## src/shared/soi_pkg.sv

```systemverilog
// constants, register map and types for the safety output interlock
package soi_pkg;

  // ---------------------------------------------------------------
  // timing
  // ---------------------------------------------------------------
  localparam int unsigned CLK_HZ = 20_000_000;
  localparam int unsigned TEST_PULSE_US = 300;
  localparam int unsigned PULSE_CYCLES_DFLT = (CLK_HZ / 1_000_000) * TEST_PULSE_US;
  localparam int unsigned MS_PER_S = 1000;
  localparam int unsigned MS_CYCLES_DFLT = CLK_HZ / MS_PER_S;
  localparam int unsigned TEST_PERIOD_MS_DFLT = 50;
  localparam logic [15:0] RESET_MIN_MS = 16'h01f4;    // 500 ms, must be exceeded
  localparam logic [15:0] RESET_MAX_MS = 16'h7530;    // 30 s, beyond is a malfunction
  localparam logic [2:0] DELAY_MIN_S = 3'h1;
  localparam logic [2:0] DELAY_MAX_S = 3'h6;
  localparam logic [15:0] ON_RESP_RST = 16'h010e;     // 270 ms

  // ---------------------------------------------------------------
  // register offsets (byte addresses)
  // ---------------------------------------------------------------
  localparam logic [7:0] REG_CTRL = 8'h00;
  localparam logic [7:0] REG_SPD_MIN = 8'h04;
  localparam logic [7:0] REG_SPD_MAX = 8'h08;
  localparam logic [7:0] REG_ON_RESP = 8'h0c;
  localparam logic [7:0] REG_STATUS = 8'h10;
  localparam logic [7:0] REG_MAP_IDX = 8'h14;
  localparam logic [7:0] REG_MAP_DATA = 8'h18;
  localparam logic [7:0] REG_SPEED = 8'h1c;

  // ---------------------------------------------------------------
  // control fields
  // ---------------------------------------------------------------
  localparam int unsigned CTRL_W = 14;
  localparam int unsigned CTRL_DUAL_BIT = 0;
  localparam int unsigned CTRL_MODE_LSB = 1;         // 2 bits
  localparam int unsigned CTRL_DELAY_LSB = 3;        // 3 bits, seconds
  localparam int unsigned CTRL_SPDMON_BIT = 6;
  localparam int unsigned CTRL_ENCPAT_BIT = 7;
  localparam int unsigned CTRL_AREA_LSB = 8;         // 5 bits, static area
  localparam logic [CTRL_W-1:0] CTRL_RST = 14'h0008; // auto restart, 1 s delay
  localparam logic [1:0] MODE_AUTO = 2'h0;
  localparam logic [1:0] MODE_MANUAL = 2'h1;
  localparam logic [1:0] MODE_START = 2'h2;

  // ---------------------------------------------------------------
  // speed map
  // ---------------------------------------------------------------
  localparam int unsigned MAP_ENTRIES = 32;
  localparam int unsigned SPEED_W = 16;
  localparam int unsigned AREA_W = 5;
  localparam int unsigned MAP_AREA_LSB = 16;
  localparam int unsigned MAP_VALID_BIT = 24;
  localparam logic signed [15:0] SPD_MIN_RST = 16'h8000;
  localparam logic signed [15:0] SPD_MAX_RST = 16'h7fff;

  // ---------------------------------------------------------------
  // status fields
  // ---------------------------------------------------------------
  localparam int unsigned ST_PAIR_A_BIT = 0;
  localparam int unsigned ST_PAIR_B_BIT = 1;
  localparam int unsigned ST_LOCK_BIT = 2;
  localparam int unsigned ST_TESTERR_BIT = 3;
  localparam int unsigned ST_STUCK_BIT = 4;
  localparam int unsigned ST_REQ_BIT = 5;
  localparam int unsigned ST_SPDOFF_BIT = 6;
  localparam int unsigned ST_HIT_BIT = 7;
  localparam int unsigned ST_AREA_LSB = 8;

  typedef enum logic [2:0] {
    SOI_INIT,
    SOI_RUN,
    SOI_WAIT_RESET,
    SOI_DELAY,
    SOI_LOCK
  } soi_state_e;

endpackage

```

## src/hw/soi_speed_map.sv

```systemverilog
// speed range table mapping the measured speed onto an area number
module soi_speed_map
  import soi_pkg::*;
(
  input wire logic core_clk,
  input wire logic reset,
  input wire logic wr_en,
  input wire logic [AREA_W-1:0] wr_idx,
  input wire logic [31:0] wr_data,
  input wire logic signed [SPEED_W-1:0] speed,
  output logic [AREA_W-1:0] area_r,
  output logic hit_r
);

  // ---------------------------------------------------------------
  // table storage
  // ---------------------------------------------------------------
  logic signed [SPEED_W-1:0] upper_mem [MAP_ENTRIES];
  logic [AREA_W-1:0] area_mem [MAP_ENTRIES];
  logic [MAP_ENTRIES-1:0] valid_r;
  logic [AREA_W-1:0] area_nxt;
  logic hit_nxt;

  // only the valid bits need a reset, the contents are gated by them
  always_ff @(posedge core_clk or posedge reset) begin
    if (reset) begin
      valid_r <= '0;
    end else if (wr_en) begin
      valid_r[wr_idx] <= wr_data[MAP_VALID_BIT];
    end
  end

  // entry bound and area
  always_ff @(posedge core_clk) begin
    if (wr_en) begin
      upper_mem[wr_idx] <= wr_data[SPEED_W-1:0];
      area_mem[wr_idx] <= wr_data[MAP_AREA_LSB +: AREA_W];
    end
  end

  // ---------------------------------------------------------------
  // lookup
  // ---------------------------------------------------------------
  // range to area
  // lowest valid entry whose upper bound covers the speed wins
  always_comb begin
    area_nxt = '0;
    hit_nxt = 1'b0;
    for (int i = MAP_ENTRIES - 1; i >= 0; i--) begin
      if (valid_r[i] && (speed <= upper_mem[i])) begin
        area_nxt = area_mem[i];
        hit_nxt = 1'b1;
      end
    end
  end

  always_ff @(posedge core_clk or posedge reset) begin
    if (reset) begin
      area_r <= '0;
      hit_r <= 1'b0;
    end else begin
      area_r <= area_nxt;
      hit_r <= hit_nxt;
    end
  end

endmodule

```

## src/hw/soi_interlock.sv

```systemverilog
// safety switching output interlock with self test, lockout and restart modes
module soi_interlock
  import soi_pkg::*;
#(
  parameter int unsigned MS_CYCLES = MS_CYCLES_DFLT,
  parameter int unsigned PULSE_CYCLES = PULSE_CYCLES_DFLT,
  parameter int unsigned TEST_PERIOD_MS = TEST_PERIOD_MS_DFLT
)(
  input wire logic core_clk,
  input wire logic reset,
  input wire logic psel,
  input wire logic penable,
  input wire logic pwrite,
  input wire logic [7:0] paddr,
  input wire logic [31:0] pwdata,
  output logic [31:0] prdata,
  output logic pready,
  output logic pslverr,
  input wire logic zone_intrusion_a,
  input wire logic zone_intrusion_b,
  input wire logic warning_zone_first,
  input wire logic warning_zone_second,
  input wire logic internal_fault,
  input wire logic init_done,
  input wire logic reset_input,
  input wire logic signed [15:0] enc_speed_1,
  input wire logic signed [15:0] enc_speed_2,
  input wire logic fb_a1,
  input wire logic fb_a2,
  input wire logic fb_b1,
  input wire logic fb_b2,
  output logic safety_output_a1,
  output logic safety_output_a2,
  output logic safety_output_b1,
  output logic safety_output_b2,
  output logic warning_output_first,
  output logic warning_output_second,
  output logic reset_request_output,
  output logic [AREA_W-1:0] area_number
);

  // ---------------------------------------------------------------
  // declarations
  // ---------------------------------------------------------------
  logic [CTRL_W-1:0] ctrl_r;
  logic signed [SPEED_W-1:0] spd_min_r;
  logic signed [SPEED_W-1:0] spd_max_r;
  logic [15:0] on_resp_r;
  logic [AREA_W-1:0] map_idx_r;
  logic pready_r;
  logic pslverr_r;
  logic [31:0] prdata_r;
  logic [31:0] rd_mux;
  logic access;
  logic [14:0] ms_div_r;
  logic ms_tick_r;
  soi_state_e state_r;
  soi_state_e state_nxt;
  logic [15:0] delay_ms_r;
  logic [15:0] hold_ms_r;
  logic reset_in_d_r;
  logic reset_valid;
  logic stuck_r;
  logic test_err_r;
  logic lock_now;
  logic [15:0] test_ms_r;
  logic [12:0] pulse_cnt_r;
  logic pulse_r;
  logic signed [SPEED_W-1:0] speed;
  logic spd_off;
  logic [1:0] zone;
  logic [1:0] pair_en;
  logic [1:0] clear_ok;
  logic [1:0] pair_on;
  logic [1:0] fb_pair;
  logic any_zone;
  logic [AREA_W-1:0] map_area;
  logic map_hit;
  logic [1:0] mode;

  assign mode = ctrl_r[CTRL_MODE_LSB +: 2];
  assign zone = {zone_intrusion_b, zone_intrusion_a};
  assign pair_en = {ctrl_r[CTRL_DUAL_BIT], 1'b1};
  assign fb_pair = {fb_b1 | fb_b2, fb_a1 | fb_a2};
  assign any_zone = |(zone & pair_en);

  // ---------------------------------------------------------------
  // helper functions
  // ---------------------------------------------------------------
  // decode for the error answer only, the read mux decodes on its own
  function automatic logic addr_mapped(input logic [7:0] a);
    case (a)
      REG_CTRL, REG_SPD_MIN, REG_SPD_MAX, REG_ON_RESP, REG_STATUS, REG_MAP_IDX, REG_MAP_DATA,
      REG_SPEED: addr_mapped = 1'b1;
      default: addr_mapped = 1'b0;
    endcase
  endfunction

  // restart delay in ms, out-of-range selections clamp into 1..6 s
  function automatic logic [15:0] delay_ms(input logic [2:0] sel);
    logic [2:0] s;
    s = sel;
    if (s < DELAY_MIN_S) begin
      s = DELAY_MIN_S;
    end else if (s > DELAY_MAX_S) begin
      s = DELAY_MAX_S;
    end
    delay_ms = 16'(s * MS_PER_S);
  endfunction

  // ---------------------------------------------------------------
  // apb slave
  // ---------------------------------------------------------------
  assign access = psel & penable & pready_r;

  // one wait-free access phase: ready rises right after setup
  always_ff @(posedge core_clk or posedge reset) begin
    if (reset) begin
      pready_r <= 1'b0;
      pslverr_r <= 1'b0;
      prdata_r <= '0;
    end else begin
      pready_r <= psel & ~penable;
      if (psel & ~penable) begin
        pslverr_r <= ~addr_mapped(paddr);
        prdata_r <= pwrite ? 32'h0000_0000 : rd_mux;
      end
    end
  end

  // read mux, unmapped and reserved bits read zero
  always_comb begin
    rd_mux = '0;
    case (paddr)
      REG_CTRL: rd_mux[CTRL_W-1:0] = ctrl_r;
      REG_SPD_MIN: rd_mux[SPEED_W-1:0] = spd_min_r;
      REG_SPD_MAX: rd_mux[SPEED_W-1:0] = spd_max_r;
      REG_ON_RESP: rd_mux[15:0] = on_resp_r;
      REG_MAP_IDX: rd_mux[AREA_W-1:0] = map_idx_r;
      REG_SPEED: rd_mux[SPEED_W-1:0] = speed;
      REG_STATUS: begin
        rd_mux[ST_PAIR_A_BIT] = safety_output_a1;
        rd_mux[ST_PAIR_B_BIT] = safety_output_b1;
        rd_mux[ST_LOCK_BIT] = (state_r == SOI_LOCK);
        rd_mux[ST_TESTERR_BIT] = test_err_r;
        rd_mux[ST_STUCK_BIT] = stuck_r;
        rd_mux[ST_REQ_BIT] = reset_request_output;
        rd_mux[ST_SPDOFF_BIT] = spd_off;
        rd_mux[ST_HIT_BIT] = map_hit;
        rd_mux[ST_AREA_LSB +: AREA_W] = area_number;
      end
      default: rd_mux = '0;
    endcase
  end

  // configuration writes land on the sampled access edge only
  always_ff @(posedge core_clk or posedge reset) begin
    if (reset) begin
      ctrl_r <= CTRL_RST;
      spd_min_r <= SPD_MIN_RST;
      spd_max_r <= SPD_MAX_RST;
      on_resp_r <= ON_RESP_RST;
      map_idx_r <= '0;
    end else if (access & pwrite) begin
      case (paddr)
        REG_CTRL: ctrl_r <= pwdata[CTRL_W-1:0];
        REG_SPD_MIN: spd_min_r <= pwdata[SPEED_W-1:0];
        REG_SPD_MAX: spd_max_r <= pwdata[SPEED_W-1:0];
        REG_ON_RESP: on_resp_r <= pwdata[15:0];
        REG_MAP_IDX: map_idx_r <= pwdata[AREA_W-1:0];
        default: ;
      endcase
    end
  end

  assign prdata = prdata_r;
  assign pready = pready_r;
  assign pslverr = pslverr_r;

  // ---------------------------------------------------------------
  // millisecond enable
  // ---------------------------------------------------------------
  always_ff @(posedge core_clk or posedge reset) begin
    if (reset) begin
      ms_div_r <= '0;
      ms_tick_r <= 1'b0;
    end else if (ms_div_r == 15'(MS_CYCLES - 1)) begin
      ms_div_r <= '0;
      ms_tick_r <= 1'b1;
    end else begin
      ms_div_r <= ms_div_r + 15'h0001;
      ms_tick_r <= 1'b0;
    end
  end

  // ---------------------------------------------------------------
  // speed evaluation
  // ---------------------------------------------------------------
  // larger encoder speed
  assign speed = (enc_speed_1 > enc_speed_2) ? enc_speed_1 : enc_speed_2;

  assign spd_off = ctrl_r[CTRL_SPDMON_BIT] & ~ctrl_r[CTRL_ENCPAT_BIT] &
                   ((speed < spd_min_r) | (speed > spd_max_r));

  soi_speed_map u_map (
    .core_clk(core_clk),
    .reset(reset),
    .wr_en(access & pwrite & (paddr == REG_MAP_DATA)),
    .wr_idx(map_idx_r),
    .wr_data(pwdata),
    .speed(speed),
    .area_r(map_area),
    .hit_r(map_hit)
  );

  always_ff @(posedge core_clk or posedge reset) begin
    if (reset) begin
      area_number <= '0;
    end else begin
      area_number <= ctrl_r[CTRL_ENCPAT_BIT] ? map_area : ctrl_r[CTRL_AREA_LSB +: AREA_W];
    end
  end

  // ---------------------------------------------------------------
  // reset input qualification
  // ---------------------------------------------------------------
  // hold time counts in ms and saturates just above the stuck limit
  always_ff @(posedge core_clk or posedge reset) begin
    if (reset) begin
      hold_ms_r <= '0;
      reset_in_d_r <= 1'b0;
    end else begin
      reset_in_d_r <= reset_input;
      if (!reset_input) begin
        hold_ms_r <= '0;
      end else if (ms_tick_r && (hold_ms_r <= RESET_MAX_MS)) begin
        hold_ms_r <= hold_ms_r + 16'h0001;
      end
    end
  end

  // accepted on release after more than 500 ms
  assign reset_valid = reset_in_d_r & ~reset_input & (hold_ms_r > RESET_MIN_MS) & (hold_ms_r <= RESET_MAX_MS);

  always_ff @(posedge core_clk or posedge reset) begin
    if (reset) begin
      stuck_r <= 1'b0;
    end else if (hold_ms_r > RESET_MAX_MS) begin
      stuck_r <= 1'b1;
    end
  end

  // ---------------------------------------------------------------
  // periodic output test
  // ---------------------------------------------------------------
  // period timer and 300 us pulse
  always_ff @(posedge core_clk or posedge reset) begin
    if (reset) begin
      test_ms_r <= '0;
      pulse_cnt_r <= '0;
      pulse_r <= 1'b0;
    end else if (pulse_r) begin
      if (pulse_cnt_r == 13'(PULSE_CYCLES - 1)) begin
        pulse_r <= 1'b0;
        pulse_cnt_r <= '0;
      end else begin
        pulse_cnt_r <= pulse_cnt_r + 13'h0001;
      end
    end else if (ms_tick_r) begin
      if (test_ms_r == 16'(TEST_PERIOD_MS - 1)) begin
        test_ms_r <= '0;
        pulse_r <= |pair_on;
      end else begin
        test_ms_r <= test_ms_r + 16'h0001;
      end
    end
  end

  // feedback still high at pulse end means the output cannot switch off
  always_ff @(posedge core_clk or posedge reset) begin
    if (reset) begin
      test_err_r <= 1'b0;
    end else if (pulse_r && (pulse_cnt_r == 13'(PULSE_CYCLES - 1)) && |(fb_pair & pair_on & pair_en)) begin
      test_err_r <= 1'b1;
    end
  end

  // internal fault, failed test or stuck reset all lock out
  assign lock_now = internal_fault | test_err_r | stuck_r;

  // ---------------------------------------------------------------
  // zone clear timing per pair
  // ---------------------------------------------------------------
  genvar p;
  generate
    for (p = 0; p < 2; p++) begin : g_pair
      logic [15:0] clr_ms_r;
      // on response time after the zone clears
      always_ff @(posedge core_clk or posedge reset) begin
        if (reset) begin
          clr_ms_r <= '0;
        end else if (zone[p]) begin
          clr_ms_r <= '0;
        end else if (ms_tick_r && (clr_ms_r < on_resp_r)) begin
          clr_ms_r <= clr_ms_r + 16'h0001;
        end
      end
      assign clear_ok[p] = ~zone[p] & (clr_ms_r >= on_resp_r);
      // off causes gate every on path
      assign pair_on[p] = pair_en[p] & (state_r == SOI_RUN) & clear_ok[p] & ~spd_off & ~lock_now;
    end
  endgenerate

  // ---------------------------------------------------------------
  // restart state machine
  // ---------------------------------------------------------------
  always_comb begin
    state_nxt = state_r;
    unique case (state_r)
      SOI_INIT: begin
        // start interlock waits for reset from power up
        if (init_done) begin
          state_nxt = (mode == MODE_START) ? SOI_WAIT_RESET : SOI_RUN;
        end
      end
      SOI_RUN: begin
        // manual mode latches off on intrusion or error
        if ((mode == MODE_MANUAL) && (any_zone | spd_off)) begin
          state_nxt = SOI_WAIT_RESET;
        end
      end
      SOI_WAIT_RESET: begin
        // reset accepted only with a clear zone
        if (reset_valid && !any_zone && !spd_off) begin
          state_nxt = SOI_DELAY;
        end
      end
      SOI_DELAY: begin
        if (any_zone | spd_off) begin
          state_nxt = SOI_WAIT_RESET;
        end else if (ms_tick_r && (delay_ms_r == 16'h0000)) begin // one tick past zero, never short of the set delay
          state_nxt = SOI_RUN;
        end
      end
      SOI_LOCK: state_nxt = SOI_LOCK;
    endcase
    // lockout overrides everything until power cycle
    if (lock_now) begin
      state_nxt = SOI_LOCK;
    end
  end

  always_ff @(posedge core_clk or posedge reset) begin
    if (reset) begin
      state_r <= SOI_INIT;
    end else begin
      state_r <= state_nxt;
    end
  end

  always_ff @(posedge core_clk or posedge reset) begin
    if (reset) begin
      delay_ms_r <= '0;
    end else if (state_r != SOI_DELAY) begin
      delay_ms_r <= delay_ms(ctrl_r[CTRL_DELAY_LSB +: 3]);
    end else if (ms_tick_r && (delay_ms_r != 16'h0000)) begin
      delay_ms_r <= delay_ms_r - 16'h0001;
    end
  end

  // ---------------------------------------------------------------
  // output registers
  // ---------------------------------------------------------------
  // both outputs of a pair share one source
  // lockout keeps pairs off whatever the mode
  // test pulse blanks the pair that is on
  always_ff @(posedge core_clk or posedge reset) begin
    if (reset) begin
      safety_output_a1 <= 1'b0;
      safety_output_a2 <= 1'b0;
      safety_output_b1 <= 1'b0;
      safety_output_b2 <= 1'b0;
    end else begin
      safety_output_a1 <= pair_on[0] & ~pulse_r;
      safety_output_a2 <= pair_on[0] & ~pulse_r;
      safety_output_b1 <= pair_on[1] & ~pulse_r;
      safety_output_b2 <= pair_on[1] & ~pulse_r;
    end
  end

  always_ff @(posedge core_clk or posedge reset) begin
    if (reset) begin
      warning_output_first <= 1'b0;
      warning_output_second <= 1'b0;
    end else begin
      warning_output_first <= ~warning_zone_first & (state_r != SOI_INIT) & ~lock_now & (state_r != SOI_LOCK);
      warning_output_second <= ~warning_zone_second & (state_r != SOI_INIT) & ~lock_now & (state_r != SOI_LOCK);
    end
  end

  // request reset once ready to accept it
  always_ff @(posedge core_clk or posedge reset) begin
    if (reset) begin
      reset_request_output <= 1'b0;
    end else begin
      reset_request_output <= (state_nxt == SOI_WAIT_RESET);
    end
  end

endmodule

```

## config.mk

```make
export PLATFORM = sky130hd
export DESIGN_NAME = soi_interlock
export DESIGN_NICKNAME = d
export VERILOG_FILES = /design/src/shared/soi_pkg.sv /design/src/hw/soi_speed_map.sv /design/src/hw/soi_interlock.sv
export SDC_FILE = /design/constraint.sdc
export NUM_CORES = 2
export LEC_CHECK = 0
export ABC_CLOCK_PERIOD_IN_PS = 7400
export BUFFER_PORTS_ARGS = -buffer_cell sky130_fd_sc_hd__buf_2
export CELL_PAD_IN_SITES_DETAIL_PLACEMENT = 1
export CELL_PAD_IN_SITES_GLOBAL_PLACEMENT = 2
export CORE_MARGIN = 3
export CORE_UTILIZATION = 44
export DETAILED_ROUTE_END_ITERATION = 10
export MAX_ROUTING_LAYER = met4
export PLACE_DENSITY = 0.87
export SLEW_MARGIN = 40
export SYNTH_ARGS = -nofsm -noshare
export SYNTH_HDL_FRONTEND = slang
export SYNTH_HIERARCHICAL = 1
export SYNTH_SLANG_ARGS = --single-unit
```

## constraint.sdc

```tcl
create_clock -name core_clk -period 7.4 [get_ports core_clk]
set_input_delay 0.37 -clock core_clk [delete_from_list [all_inputs] [get_ports core_clk]]
set_output_delay 0.37 -clock core_clk [all_outputs]
set_load 0.005 [all_outputs]
```

==> results.ini <==
[global_route]
grt_pass1_vias = 38200
grt_pass1_wl_um = 230000
grt_antenna_before_repair = 6
overflow = 0
grt_max_degree = 137
grt_use_total_pct = 26.8

[worst_setup_path]
cp.required_ps = 7950
cp_data_arrival_time_ps = 6970
cp-start-kind = primary input
setup.worst_path.class = in -> reg
path_max_fanout = 12
endpoint_kind = flip-flop

[detailed_routing]
antenna_left = 0
wl_per_cell_um = 24.9
detail_route.wirelength_um = 153000
drtPass1Iterations = 7
drc = 0
via_per_inst = 5.84
vias = 35900
drt-initial-drc-count = 2455

[yosys]
synthMostInstantiatedCell = edfxtp_1
synthFlopType = edfxtp_1
async_flop_share_pct = 27.0
synth_top_area_share_pct = 40.6
synth_top_area_cell = edfxtp_1
synth.distinct_cells = 97
ys_seq_area_share_pct = 53.1
synth-edff-count = 672
ys_top_cells_by_count = edfxtp_1 (672), inv_1 (646), ha_1 (610), nand2_1 (254), nor2_1 (231)
synth-seq-cells = 921
avgSynthCellArea_um2 = 11.6
synth_area_leaders = edfxtp_1 (41%), ha_1 (15%), dfrtp_1 (11%)
ys_warn_count = 6
synth_area_um2 = 49700
netlist_instances = 4301

[sta]
finClkSkew_ps = 18.3
rsz0062_at_grt = false
finalMaxSlewViolations = 0
slew_headroom_pct = 36.5
hold_viol = 0
setup_viol = 0
worstMarginPinSlew_ps = 929
min_period_ps = 6420
fmax_mhz = 156
min_period_over_period_pct = 86.7
hold_ws_ps = 43.1
tns_ps = 0

[floorplanning]
rows = 122
die_area_um2 = 117000
die_y_um = 342
start_util_pct = 44.6
pin_count = 134
die_w_um = 342
core_um2 = 111000

[clock_tree]
clock_latency_ps = 680
numClockSinks = 921
postCtsSetupRepairBufs = 0
ctsHtreeMaxLevel = 3
cts_buffers = 102
clock_tree.root_cell = clkbuf_16
cts_tree = built
path_clk_slew_ps = 60
clk_path_buf_depth = 3

[layout]
fillers = 11800
syn_to_final_growth_pct = 13.6
final_nets = 5279
final_layout_size_suffix_gt1_share_pct = 12.8

[run_status]
outcome = finished clean

[pwr]
p_leak_nw = 24.2
vdd_drop_max_mv = 0.193
power_density_nw_per_um2 = 223
total_power_mw = 12.6

[min_path]
hp-class = in -> reg

[run]
maxCapViolations = 0

[placement]
hpwl_um = 98700
port_buffers = 107
place_congestion = 0.847

routing by layer:
metal / global-route usage [%] / wire length, µm / vias up
met5: - / 0 / -
met4: 9.88 / 6320 / 0
met2: 45.0 / 75000 / 989
li1: - / - / 16300
met3: 3.50 / 7410 / 325
met1: 33.1 / 64700 / 18400
per-stage QoR:
stage | instance area (µm²) | setup WS (ps) | std cells | util (%)
after floorplan | 49800 | 1300 | 4316 | -
after CTS | 56500 | 1110 | 6153 | 50.7
final | 56500 | 983 | 6156 | 50.7
after global placement | 52900 | 545 | 5956 | 47.5
after detailed placement | 53000 | 423 | 5957 | 47.6
after global routing | 56500 | 685 | 6155 | 50.7
worst max-delay path, stage by stage:
cell,delay [ps]
buf_2,90
inv_1,40
ha_1,510
nand4_1,180
or3_4,450
nor3_2,280
inv_1,110
a31oi_4,420
mux2_2,700
buf_4,400
buf_4,300
ha_1,310
a21oi_1,190
o21ai_0,120
a21oi_1,200
a21oi_1,90
a41oi_1,450
nor2b_1,530
o211ai_1,300
a311oi_1,330
o21ai_1,190
a31oi_1,250
o31ai_1,100
path summary, 6_finish.rpt:
check / from / to / cells past startpoint / slack [ps]
hold / removal: internal_fault / state_r[1] / 4 / 40
setup reg to reg: u_map/upper_mem[26][7] / u_map/area_r[2] / 13 / 3350
min in group asynchronous: reset / pulse_r / 3 / 450
setup / recovery: enc_speed_2[15] / u_map/area_r[3] / 23 / 980
max in group asynchronous: reset / delay_ms_r[5] / 4 / 5800
hold reg to reg: test_ms_r[15] / test_ms_r[15] / 1 / 480
sequential cells by signal, indices dropped and copies added (netlist names), 14 cells and up:
signal / count
spd_max_r: 16
u_map/area_mem: 160
spd_min_r: 16
hold_ms_r: 16
on_resp_r: 16
delay_ms_r: 16
ctrl_r: 14
prdata: 16
ms_div_r: 15
u_map/valid_r: 32
g_pair.clr_ms_r: 32
u_map/upper_mem: 512
test_ms_r: 16
where the power goes:
part / internal (mW) / leakage (nW) / switching (mW)
clock network: 3.12 / 1.68 / 2.18
logic: 0.588 / 13.2 / 1.16
registers: 5.56 / 9.30 / 0.0164
cell type report:
cell class / instances / area (µm²) / share of cell area [%]
multi-input combinational: 2678 / 20700 / 36.7
clock inverter: 61 / 661 / 1.17
clock buffer: 131 / 2800 / 4.94
sequential: 921 / 26400 / 46.8
timing repair buffer: 227 / 1590 / 2.80
tap: 1488 / 1860 / 3.29
antenna: 3 / 7.51 / 0.0133
inverter: 647 / 2440 / 4.32
cells by family after synthesis:
kind of cell    share of synthesized area [%]
buf+inv                                  5.58
xor+xnor                                 1.46
mux                                      2.91
compound gates                           10.3
fa+ha+maj                                15.5
simple gates                             11.1
other cells                           0.00754
flops                                    53.1
cell usage in the layout (no fill, tap or decap), types with 55 or more instances in the layout:
master	instances
a21oi_1	209
buf_2	106
buf_4	104
clkbuf_16	105
dfrtp_1	228
edfxtp_1	672
ha_1	610
inv_1	643
mux2_2	113
nand2_1	251
nand3_1	102
nand4_1	118
nor2_1	197
nor3_1	63
o21ai_0	141
xnor2_1	55
repair_timing:
item,in CTS,in global routing
hold endpoints to repair,161,0
hold buffers,4,0
resized for setup,0,0
(Power assumes the default switching activity.)
